`config.mk`:
```
export PLATFORM = sky130hd
export DESIGN_NAME = bsd_scan_top
export DESIGN_NICKNAME = d
export VERILOG_FILES = /design/src/logic/bsd_pkg.sv /design/src/logic/bsd_tap_if.sv /design/src/logic/bsd_tap_fsm.sv /design/src/logic/bsd_scan_top.sv
export VERILOG_INCLUDE_DIRS = /design/src /design/src/logic
export SDC_FILE = /design/constraint.sdc
export NUM_CORES = 1
export LEC_CHECK = 0
export ABC_AREA = 1
export ABC_CLOCK_PERIOD_IN_PS = 3250
export BUFFER_PORTS_ARGS = -buffer_cell sky130_fd_sc_hd__buf_2
export CORE_MARGIN = 2
export CORE_UTILIZATION = 40
export CTS_BUF_LIST = sky130_fd_sc_hd__clkbuf_8
export DETAILED_ROUTE_END_ITERATION = 16
export MAX_ROUTING_LAYER = met4
export SLEW_MARGIN = 20
export SYNTH_ARGS = -nofsm -noshare
export SYNTH_HDL_FRONTEND = slang
export SYNTH_HIERARCHICAL = 1
export SYNTH_SLANG_ARGS = --single-unit
```
`constraint.sdc`:
```
create_clock -name clk_sys_in -period 3.25 [get_ports clk_sys_in]
set_input_delay 0.65 -clock clk_sys_in [delete_from_list [all_inputs] [get_ports clk_sys_in]]
set_output_delay 0.65 -clock clk_sys_in [all_outputs]
set_load 0.02 [all_outputs]
```
`src/logic/bsd_regs.svh`:
```
`ifndef BSD_REGS_SVH
`define BSD_REGS_SVH
`define BSD_IR_WIDTH 5
`define BSD_OP_EXTEST 5'h00
`define BSD_OP_SAMPLE 5'h01
`define BSD_OP_USER_A 5'h02
`define BSD_OP_USER_B 5'h03
`define BSD_OP_CFG_RD 5'h04
`define BSD_OP_CFG_WR 5'h05
`define BSD_OP_INTEST 5'h07
`define BSD_OP_USERID 5'h08
`define BSD_OP_IDCODE 5'h09
`define BSD_OP_FLOAT 5'h0a
`define BSD_OP_START 5'h0c
`define BSD_OP_BYPASS 5'h1f
`define BSD_ID_WIDTH 32
`define BSD_ID_VER_LSB 28
`define BSD_ID_FAM_LSB 21
`define BSD_ID_ROW_LSB 12
`define BSD_ID_CO_LSB 1
`endif

```
`src/logic/bsd_pkg.sv`:
```
package bsd_pkg;
    typedef enum logic [3:0] {
        BSD_RESET = 4'h0, BSD_IDLE = 4'h1, BSD_SEL_DR = 4'h3,
        BSD_CAP_DR = 4'h2, BSD_SH_DR = 4'h6, BSD_EX1_DR = 4'h7,
        BSD_PA_DR = 4'h5, BSD_EX2_DR = 4'h4, BSD_UP_DR = 4'hc,
        BSD_SEL_IR = 4'hd, BSD_CAP_IR = 4'hf, BSD_SH_IR = 4'he,
        BSD_EX1_IR = 4'ha, BSD_PA_IR = 4'hb, BSD_EX2_IR = 4'h9,
        BSD_UP_IR = 4'h8
    } bsd_tap_t;
endpackage : bsd_pkg

```
`src/logic/bsd_tap_if.sv`:
```
interface bsd_tap_if;
    logic tck_rise;
    logic tck_fall;
    logic tms;
    bsd_pkg::bsd_tap_t state;
    modport ctl (input tck_rise, input tms, output state);
    modport user (input tck_rise, input tck_fall, input state);
endinterface : bsd_tap_if

```
`src/logic/bsd_tap_fsm.sv`:
```
`include "bsd_regs.svh"
module bsd_tap_fsm import bsd_pkg::*; (
    input wire logic clk_sys_in,
    input wire logic sys_rst_in,
    bsd_tap_if.ctl tap
);
    typedef struct packed {
        bsd_tap_t st;
    } bsd_fsm_st_t;
    bsd_fsm_st_t cur_ff;
    bsd_fsm_st_t nxt_cur;

    always_comb begin
        nxt_cur = cur_ff;
        if (tap.tck_rise) begin
            case (cur_ff.st)
                BSD_RESET: nxt_cur.st = tap.tms ? BSD_RESET : BSD_IDLE;
                BSD_IDLE: nxt_cur.st = tap.tms ? BSD_SEL_DR : BSD_IDLE;
                BSD_SEL_DR: nxt_cur.st = tap.tms ? BSD_SEL_IR : BSD_CAP_DR;
                BSD_CAP_DR: nxt_cur.st = tap.tms ? BSD_EX1_DR : BSD_SH_DR;
                BSD_SH_DR: nxt_cur.st = tap.tms ? BSD_EX1_DR : BSD_SH_DR;
                BSD_EX1_DR: nxt_cur.st = tap.tms ? BSD_UP_DR : BSD_PA_DR;
                BSD_PA_DR: nxt_cur.st = tap.tms ? BSD_EX2_DR : BSD_PA_DR;
                BSD_EX2_DR: nxt_cur.st = tap.tms ? BSD_UP_DR : BSD_SH_DR;
                BSD_UP_DR: nxt_cur.st = tap.tms ? BSD_SEL_DR : BSD_IDLE;
                BSD_SEL_IR: nxt_cur.st = tap.tms ? BSD_RESET : BSD_CAP_IR;
                BSD_CAP_IR: nxt_cur.st = tap.tms ? BSD_EX1_IR : BSD_SH_IR;
                BSD_SH_IR: nxt_cur.st = tap.tms ? BSD_EX1_IR : BSD_SH_IR;
                BSD_EX1_IR: nxt_cur.st = tap.tms ? BSD_UP_IR : BSD_PA_IR;
                BSD_PA_IR: nxt_cur.st = tap.tms ? BSD_EX2_IR : BSD_PA_IR;
                BSD_EX2_IR: nxt_cur.st = tap.tms ? BSD_UP_IR : BSD_SH_IR;
                BSD_UP_IR: nxt_cur.st = tap.tms ? BSD_SEL_DR : BSD_IDLE;
                default: nxt_cur.st = BSD_RESET;
            endcase
        end
    end

    always_ff @(posedge clk_sys_in or posedge sys_rst_in) begin
        if (sys_rst_in) begin
            cur_ff <= '{st: BSD_RESET};
        end else begin
            cur_ff <= nxt_cur;
        end
    end

    assign tap.state = cur_ff.st;

    property p_five_tms_reset;
        @(posedge clk_sys_in) disable iff (sys_rst_in)
        (tap.tck_rise && tap.tms && cur_ff.st == BSD_SEL_IR)
            |=> cur_ff.st == BSD_RESET;
    endproperty
    a_five_tms_reset: assert property (p_five_tms_reset)
        else $error("select-ir with mode high did not reach reset");

    property p_hold_without_edge;
        @(posedge clk_sys_in) disable iff (sys_rst_in)
        !tap.tck_rise |=> $stable(cur_ff.st);
    endproperty
    a_hold_without_edge: assert property (p_hold_without_edge)
        else $error("tap state moved without a test clock edge");
endmodule : bsd_tap_fsm

```
`src/logic/bsd_scan_top.sv`:
```
// Functional notes
// - Boundary register holds input, output and enable cells per I/O pin.
// - Within a pin the cells chain input, output, then enable.
// - Receive-only pins add just the input cell.
// - External test capture loads all boundary cells from pin values.
// - Bypass is one flip-flop between data in and data out.
// - Chain selects assert while user codes 00010 and 00011 are loaded.
// - Under a user code the matching return input drives data out.
// - Each user chain gets its own shift clock output.
// - User chains share data in and reset, shift, update state flags.
// - Five-bit instruction decode; unlisted codes are reserved.
// - Codes 00100 and 00101 reach the configuration bus, read and write.
// - Code 01001 shifts out the 32-bit identification word.
// - Code 01010 floats all outputs and selects bypass.
// - Identification word: version, family, rows, company, then a one.
// - Code 01000 shifts out the user identification word.
// - User identification word is meaningful only after configuration.
// - Cell 0 sits nearest data out.
// - User chain codes are unavailable before configuration completes.
`include "bsd_regs.svh"
module bsd_scan_top import bsd_pkg::*; #(
    parameter int IO_PINS = 4,
    parameter int IN_PINS = 2,
    parameter logic [3:0] DIE_VERSION = 4'h0,
    parameter logic [6:0] FAMILY_CODE = 7'h00, // Arbitrary value
    parameter logic [8:0] ROW_COUNT = 9'h000, // Arbitrary value
    parameter logic [10:0] COMPANY_CODE = 11'h000 // Arbitrary value
) (
    input wire logic clk_sys_in,
    input wire logic sys_rst_in,
    input wire logic tck_in,
    input wire logic tms_in,
    input wire logic tdi_in,
    output logic tdo_out,
    output logic tdo_oe_out,
    input wire logic [IO_PINS-1:0] pin_in,
    input wire logic [IN_PINS-1:0] in_only_pin_in,
    input wire logic [IO_PINS-1:0] core_out_in,
    input wire logic [IO_PINS-1:0] core_oe_in,
    output logic [IO_PINS-1:0] pin_out,
    output logic [IO_PINS-1:0] pin_oe_out,
    input wire logic config_done_in,
    input wire logic [31:0] user_id_word_in,
    input wire logic cfg_rd_data_in,
    output logic cfg_rd_sel_out,
    output logic cfg_wr_sel_out,
    output logic startup_clock_out,
    input wire logic user_chain_return_a_in,
    input wire logic user_chain_return_b_in,
    output logic user_chain_select_a_out,
    output logic user_chain_select_b_out,
    output logic user_chain_shift_clock_a_out,
    output logic user_chain_shift_clock_b_out,
    output logic user_tdi_out,
    output logic user_reset_out,
    output logic user_shift_out,
    output logic user_update_out
);
    localparam int BSR_LEN = IN_PINS + 3 * IO_PINS;

    // Refuse pin counts that leave a port or the chain without a bit
    if (IO_PINS < 1 || IN_PINS < 1) begin : g_bad_pins
        $error("pin counts out of range");
    end

    typedef struct packed {
        logic [2:0] tck_sync;
        logic [1:0] tms_sync;
        logic [1:0] tdi_sync;
        logic [`BSD_IR_WIDTH-1:0] ir_sh;
        logic [`BSD_IR_WIDTH-1:0] ir;
        logic [BSR_LEN-1:0] bsr_sh;
        logic [BSR_LEN-1:0] bsr_up;
        logic [`BSD_ID_WIDTH-1:0] id_sh;
        logic bypass;
        logic tdo;
        logic tdo_oe;
        logic drck_a;
        logic drck_b;
    } bsd_top_st_t;
    bsd_top_st_t cur_ff;
    bsd_top_st_t nxt_cur;

    bsd_tap_if tap ();
    logic tck_rise;
    logic tck_fall;
    logic [BSR_LEN-1:0] bsr_cap;
    logic [`BSD_ID_WIDTH-1:0] id_word;
    logic [`BSD_IR_WIDTH-1:0] op;
    logic sel_dr_bit;
    logic user_a;
    logic user_b;
    logic bsr_op;
    logic float_op;
    logic ext_op;

    function automatic logic is_user(input logic [`BSD_IR_WIDTH-1:0] c,
                                     input logic [`BSD_IR_WIDTH-1:0] u,
                                     input logic done);
        is_user = (c == u) && done;
    endfunction : is_user

    assign tck_rise = cur_ff.tck_sync[1] && !cur_ff.tck_sync[2];
    assign tck_fall = !cur_ff.tck_sync[1] && cur_ff.tck_sync[2];
    assign tap.tck_rise = tck_rise;
    assign tap.tck_fall = tck_fall;
    assign tap.tms = cur_ff.tms_sync[1];

    bsd_tap_fsm u_fsm (
        .clk_sys_in(clk_sys_in),
        .sys_rst_in(sys_rst_in),
        .tap(tap)
    );

    assign op = cur_ff.ir;
    assign user_a = is_user(op, `BSD_OP_USER_A, config_done_in);
    assign user_b = is_user(op, `BSD_OP_USER_B, config_done_in);
    assign bsr_op = op == `BSD_OP_EXTEST || op == `BSD_OP_SAMPLE ||
                    op == `BSD_OP_INTEST;
    assign ext_op = op == `BSD_OP_EXTEST || op == `BSD_OP_INTEST;
    assign float_op = op == `BSD_OP_FLOAT;

    assign id_word = {DIE_VERSION, FAMILY_CODE, ROW_COUNT, COMPANY_CODE,
                      1'b1};

    // Capture: input-only cells first, then per pin input, output, enable
    generate
        for (genvar g = 0; g < IN_PINS; g++) begin : g_in_only
            assign bsr_cap[g] = in_only_pin_in[g];
        end
        for (genvar g = 0; g < IO_PINS; g++) begin : g_io
            assign bsr_cap[IN_PINS + 3*g] = pin_in[g];
            assign bsr_cap[IN_PINS + 3*g + 1] = pin_out[g];
            assign bsr_cap[IN_PINS + 3*g + 2] = pin_oe_out[g];
            assign pin_out[g] = ext_op ? cur_ff.bsr_up[IN_PINS + 3*g + 1]
                                       : core_out_in[g];
            assign pin_oe_out[g] = float_op ? 1'b0
                : ext_op ? cur_ff.bsr_up[IN_PINS + 3*g + 2]
                : core_oe_in[g];
        end
    endgenerate

    // Data register tail selected by the current instruction
    always_comb begin
        if (bsr_op) begin
            sel_dr_bit = cur_ff.bsr_sh[0];
        end else if (op == `BSD_OP_IDCODE || op == `BSD_OP_USERID) begin
            sel_dr_bit = cur_ff.id_sh[0];
        end else if (user_a) begin
            sel_dr_bit = user_chain_return_a_in;
        end else if (user_b) begin
            sel_dr_bit = user_chain_return_b_in;
        end else if (op == `BSD_OP_CFG_RD) begin
            sel_dr_bit = cfg_rd_data_in;
        end else begin
            sel_dr_bit = cur_ff.bypass;
        end
    end

    always_comb begin
        nxt_cur = cur_ff;
        nxt_cur.tck_sync = {cur_ff.tck_sync[1:0], tck_in};
        nxt_cur.tms_sync = {cur_ff.tms_sync[0], tms_in};
        nxt_cur.tdi_sync = {cur_ff.tdi_sync[0], tdi_in};
        nxt_cur.drck_a = 1'b1;
        nxt_cur.drck_b = 1'b1;
        if (tck_rise) begin
            case (tap.state)
                BSD_RESET: begin
                    nxt_cur.ir = `BSD_OP_IDCODE;
                end
                BSD_CAP_IR: begin
                    nxt_cur.ir_sh = 5'h01;
                end
                BSD_SH_IR: begin
                    nxt_cur.ir_sh = {cur_ff.tdi_sync[1],
                                     cur_ff.ir_sh[`BSD_IR_WIDTH-1:1]};
                end
                BSD_UP_IR: begin
                    nxt_cur.ir = cur_ff.ir_sh;
                end
                BSD_CAP_DR: begin
                    nxt_cur.bypass = 1'b0;
                    if (bsr_op) begin
                        nxt_cur.bsr_sh = bsr_cap;
                    end
                    if (op == `BSD_OP_USERID) begin
                        nxt_cur.id_sh = user_id_word_in;
                    end else begin
                        nxt_cur.id_sh = id_word;
                    end
                end
                BSD_SH_DR: begin
                    nxt_cur.bypass = cur_ff.tdi_sync[1];
                    nxt_cur.bsr_sh = {cur_ff.tdi_sync[1],
                                      cur_ff.bsr_sh[BSR_LEN-1:1]};
                    nxt_cur.id_sh = {cur_ff.tdi_sync[1],
                                     cur_ff.id_sh[`BSD_ID_WIDTH-1:1]};
                end
                BSD_UP_DR: begin
                    if (bsr_op) begin
                        nxt_cur.bsr_up = cur_ff.bsr_sh;
                    end
                end
                default: begin
                end
            endcase
        end
        // Shift clocks run low between edges in capture and shift only
        if (tap.state == BSD_CAP_DR || tap.state == BSD_SH_DR) begin
            if (cur_ff.tck_sync[1] == 1'b0) begin
                nxt_cur.drck_a = !user_a;
                nxt_cur.drck_b = !user_b;
            end
        end
        if (tck_fall) begin
            nxt_cur.tdo_oe = tap.state == BSD_SH_DR ||
                             tap.state == BSD_SH_IR;
            nxt_cur.tdo = tap.state == BSD_SH_IR ? cur_ff.ir_sh[0]
                                                 : sel_dr_bit;
        end
    end

    always_ff @(posedge clk_sys_in or posedge sys_rst_in) begin
        if (sys_rst_in) begin
            cur_ff <= '0;
            cur_ff.ir <= `BSD_OP_IDCODE;
            cur_ff.drck_a <= 1'b1;
            cur_ff.drck_b <= 1'b1;
        end else begin
            cur_ff <= nxt_cur;
        end
    end

    assign tdo_out = cur_ff.tdo;
    assign tdo_oe_out = cur_ff.tdo_oe;
    assign cfg_rd_sel_out = op == `BSD_OP_CFG_RD;
    assign cfg_wr_sel_out = op == `BSD_OP_CFG_WR;
    assign startup_clock_out = op == `BSD_OP_START && cur_ff.tck_sync[2];
    assign user_chain_select_a_out = user_a;
    assign user_chain_select_b_out = user_b;
    assign user_chain_shift_clock_a_out = cur_ff.drck_a;
    assign user_chain_shift_clock_b_out = cur_ff.drck_b;
    assign user_tdi_out = cur_ff.tdi_sync[1];
    assign user_reset_out = tap.state == BSD_RESET;
    assign user_shift_out = tap.state == BSD_SH_DR;
    assign user_update_out = tap.state == BSD_UP_DR;

    property p_bypass_path;
        @(posedge clk_sys_in) disable iff (sys_rst_in)
        (tck_rise && tap.state == BSD_SH_DR) |=>
            cur_ff.bypass == $past(cur_ff.tdi_sync[1]);
    endproperty
    a_bypass_path: assert property (p_bypass_path)
        else $error("bypass bit did not take data in");

    property p_user_sel;
        @(posedge clk_sys_in) disable iff (sys_rst_in)
        user_chain_select_a_out |-> op == 5'h02 && config_done_in;
    endproperty
    a_user_sel: assert property (p_user_sel)
        else $error("chain a select without its code");

    property p_user_b_sel;
        @(posedge clk_sys_in) disable iff (sys_rst_in)
        (op == 5'h03 && config_done_in) |-> user_chain_select_b_out
            && !user_chain_select_a_out;
    endproperty
    a_user_b_sel: assert property (p_user_b_sel)
        else $error("chain b select missing");

    property p_float;
        @(posedge clk_sys_in) disable iff (sys_rst_in)
        op == 5'h0a |-> pin_oe_out == '0;
    endproperty
    a_float: assert property (p_float)
        else $error("outputs driven under float code");

    property p_capture;
        @(posedge clk_sys_in) disable iff (sys_rst_in)
        (tck_rise && tap.state == BSD_CAP_DR && op == 5'h00) |=>
            cur_ff.bsr_sh == $past(bsr_cap);
    endproperty
    a_capture: assert property (p_capture)
        else $error("boundary capture missed pin values");

    property p_id_lsb;
        @(posedge clk_sys_in) disable iff (sys_rst_in)
        (tck_rise && tap.state == BSD_CAP_DR && op == 5'h09) |=>
            cur_ff.id_sh[0] == 1'b1;
    endproperty
    a_id_lsb: assert property (p_id_lsb)
        else $error("id word lsb not one");

    property p_user_ret;
        @(posedge clk_sys_in) disable iff (sys_rst_in)
        (tck_fall && tap.state == BSD_SH_DR && user_a) |=>
            tdo_out == $past(user_chain_return_a_in);
    endproperty
    a_user_ret: assert property (p_user_ret)
        else $error("chain a return not on data out");

    property p_shift_flag;
        @(posedge clk_sys_in) disable iff (sys_rst_in)
        (tck_rise && tap.state == BSD_CAP_DR && !tap.tms) |=>
            user_shift_out && !user_update_out;
    endproperty
    a_shift_flag: assert property (p_shift_flag)
        else $error("shift flag wrong");

    c_user_a: cover property (@(posedge clk_sys_in) user_a && tck_rise);
    c_extest: cover property (@(posedge clk_sys_in)
        tap.state == BSD_CAP_DR && op == 5'h00);
    c_float: cover property (@(posedge clk_sys_in) float_op);
endmodule : bsd_scan_top

```
==> reports/qor.txt <==
Crit path from: u_fsm/tap.state[1]
Sequential fraction of the synthesis area: 0.473
# placed instances: 746
FF+latch count, synth: 80
Cell count after synthesis: 557
Capture point of the worst reg-to-reg path: cur_ff[14]
Ranking of synthesized cells by area: dfrtp_1 45%, nand2_1 14%, inv_1 5.0%
Reg-to-Reg Start: u_fsm/tap.state[1]
Slew @ Worst Pin: 0.841 ns
Clock tree buffer depth: 2
Power Density: 718 mW/mm^2
Rows: 37
Antenna violations before repair: 0
Synth cell types: 33
DRT Pass-1 Iters: 5
Number of global-route vias before repair: 3309
Num Clock Sinks: 80
Overall routing resource usage: 0.184
Comb pwr share: 0.333
Crit. End Element: output pin
Top Family by Delay on Critical Path: buffers and inverters
Ys async rst share: 1.00
Drt drc: 0
First-pass GRT wire length: 16100 um
Synthesized area: 0.00424 mm^2
1st-iter DRT viols: 204
Prevailing post-synth register cell: dfrtp_1
Fillers: 1039
# setup viols final: 0
Synth area leader: dfrtp_1
Cts hold-fix bufs: 0
Final nets: 676
RSZ-0062 raised after global routing: false
Worst path depth: 5
Core ar.: 0.0103 mm^2
Switching share of power: 0.387
Final hold violation count: 0
Max Slew Vio Count: 0
Critical Path Start Type: flip-flop
Post-DP Area: 0.00464 mm^2
Final WL: 9500 um
Clock network fraction of design power: 0.212
Setup TNS: 0 ns
Die Wd: 107 um
Net load switching power: 1.34 mW
Worst hold path class: input pin to async pin
Max-cap viol count: 0
Vias per cell: 4.72
Post-route ant nets: 0
Worst Setup EP: user_shift_out
Syn Area/Cell: 7.61 um^2
Crit Path Category: flip-flop to output pin
Status: finished, final reports clean
Worst vdd rail ir drop: 0.320 mV
Remaining global-route overflow: 0
CTS root buf: clkbuf_8
Power Internal: 2.13 mW
Initial Util: 0.411
Final core occ: 0.469
H-tree depth: 3
Detailed-route via count: 3595
Worst Path Arrival: 2.07 ns
Post-synth top area share: 0.449
Critical path's slowest cell: dfrtp_1
Crit-path cells: inv_1 > nor2_2 > nand3_2 > inv_2 > buf_2
Insertion delay to the later sink of the worst-skew pair: 0.36 ns
ANT cells: 0
Final Wtd Congestion: 0.876
R2r worst-path depth: 8
Die height: 107 um
Design area: 0.00484 mm^2
Largest incremental delay on the critical path: 0.53 ns
WP buf/inv: 3
Layout cell share with drive strength beyond 1: 0.219
Period utilization: 0.837
PortBufs: 75
WL/cell: 12.5 um
Die area: 0.0114 mm^2
Synth Net Count: 612
Post_cts resized: 0
Post-synth EDFFs: 0
Reg power frac: 0.455
Area grow syn2layout: 14.1%
Top Ports: 76
Clock Skew: 0.00759 ns
Leakage power: 2.43 nW
Worst-path clk slew: 0.08 ns
Req. time, crit path: 2.60 ns
Fmax: 368 MHz
DP HPWL: 6840 um
R2R Setup Slk: 0.96 ns
Crit-path max FO: 19
TritonCTS buffer count: 9
Largest net degree at the start of global routing: 59
Finished Layout Cells: 762
Min Tclk post-route: 2.72 ns
Yosys warning count: 6
Slew headroom: 0.438
CTS tree: built
Post-CTS setup buffers: 0
state kept, by name (all words and copies together), names as in the netlist:
register	cells
cur_ff	66
op	5
tdo_oe_out	1
tdo_out	1
u_fsm/tap.state	4
user_chain_shift_clock_a_out	1
user_chain_shift_clock_b_out	1
user_tdi_out	1
final cells by class:
type	count	area, um^2	share of cell area
clock buffers	10	138	0.0285
clock inverters	6	60.1	0.0124
inverters	70	265	0.0548
multi-input cells	382	1790	0.369
flip-flops and latches	80	2010	0.415
well taps	136	170	0.0352
repair buffers	78	410	0.0848
layout by cell type (no fill, tap or decap), drive strengths merged:
| cell type | n |
|---|---|
| nand4 | 6 |
| clkinv | 4 |
| or2 | 2 |
| o21ai | 63 |
| o22ai | 7 |
| nand3 | 18 |
| buf | 78 |
| inv | 70 |
| dfrtp | 76 |
| a22oi | 3 |
| nor2 | 60 |
| o211ai | 7 |
| nor4 | 1 |
| bufinv | 1 |
| dfstp | 4 |
| nor3 | 4 |
| a21oi | 41 |
| nand2 | 169 |
| clkbuf | 10 |
| clkinvlp | 1 |
| and3 | 1 |
cell usage after synthesis (2+ instances only):
cell,number
o21ai_2,8
nor2_4,6
inv_1,57
o211ai_1,7
nand4_1,6
nand2_1,163
buf_4,6
dfstp_2,4
nand3_1,15
a21oi_1,41
o22ai_1,7
buf_2,6
o21ai_0,21
dfrtp_1,76
nand2_2,6
nor3_1,3
clkbuf_1,5
o21ai_1,34
a22oi_1,3
buf_6,6
inv_2,11
nand3_2,3
nor2_1,52
nor2_2,2
routing by layer:
metal	wire length, um	GRT usage	up-vias
met2	4070	0.263	97
met4	121	0.0649	0
met1	4720	0.253	1591
met3	580	0.0486	8
li1	-	-	1899
met5	0	-	-
power by group through the flow:
stage	clock, mW	sequential (mW)	combinational, mW
CTS	0.766	1.58	1.16
global placement	0	1.59	1.14
finish	0.736	1.58	1.16
global route	0.804	1.63	1.34
detailed placement	0	1.59	1.16
floorplan	0	1.52	0.993
cells by family after synthesis:
kind of cell | share of synthesized area
compound gates | 0.158
buf+inv | 0.105
flops | 0.473
simple gates | 0.264
per-stage QoR:
step	hold slack (ns)	setup WS [ns]	total power, mW
6_report	0.184	0.529	3.47
5_1_grt	0.194	0.301	3.77
4_1_cts	0.170	0.508	3.51
3_5_place_dp	0.335	0.928	2.75
3_3_place_gp	0.332	0.993	2.73
2_1_floorplan	0.331	0.668	2.51
worst min-delay path by stage:
stage                               to  slack [ns]  cells past startpoint
finish              u_fsm/tap.state[1]        0.18                      2
global route        u_fsm/tap.state[0]        0.19                      2
CTS                 u_fsm/tap.state[1]        0.17                      2
detailed placement        user_tdi_out        0.33                      0
global placement          user_tdi_out        0.33                      0
floorplan                   cur_ff[78]        0.33                      0
No activity file was read; power rests on OpenSTA's default activity.
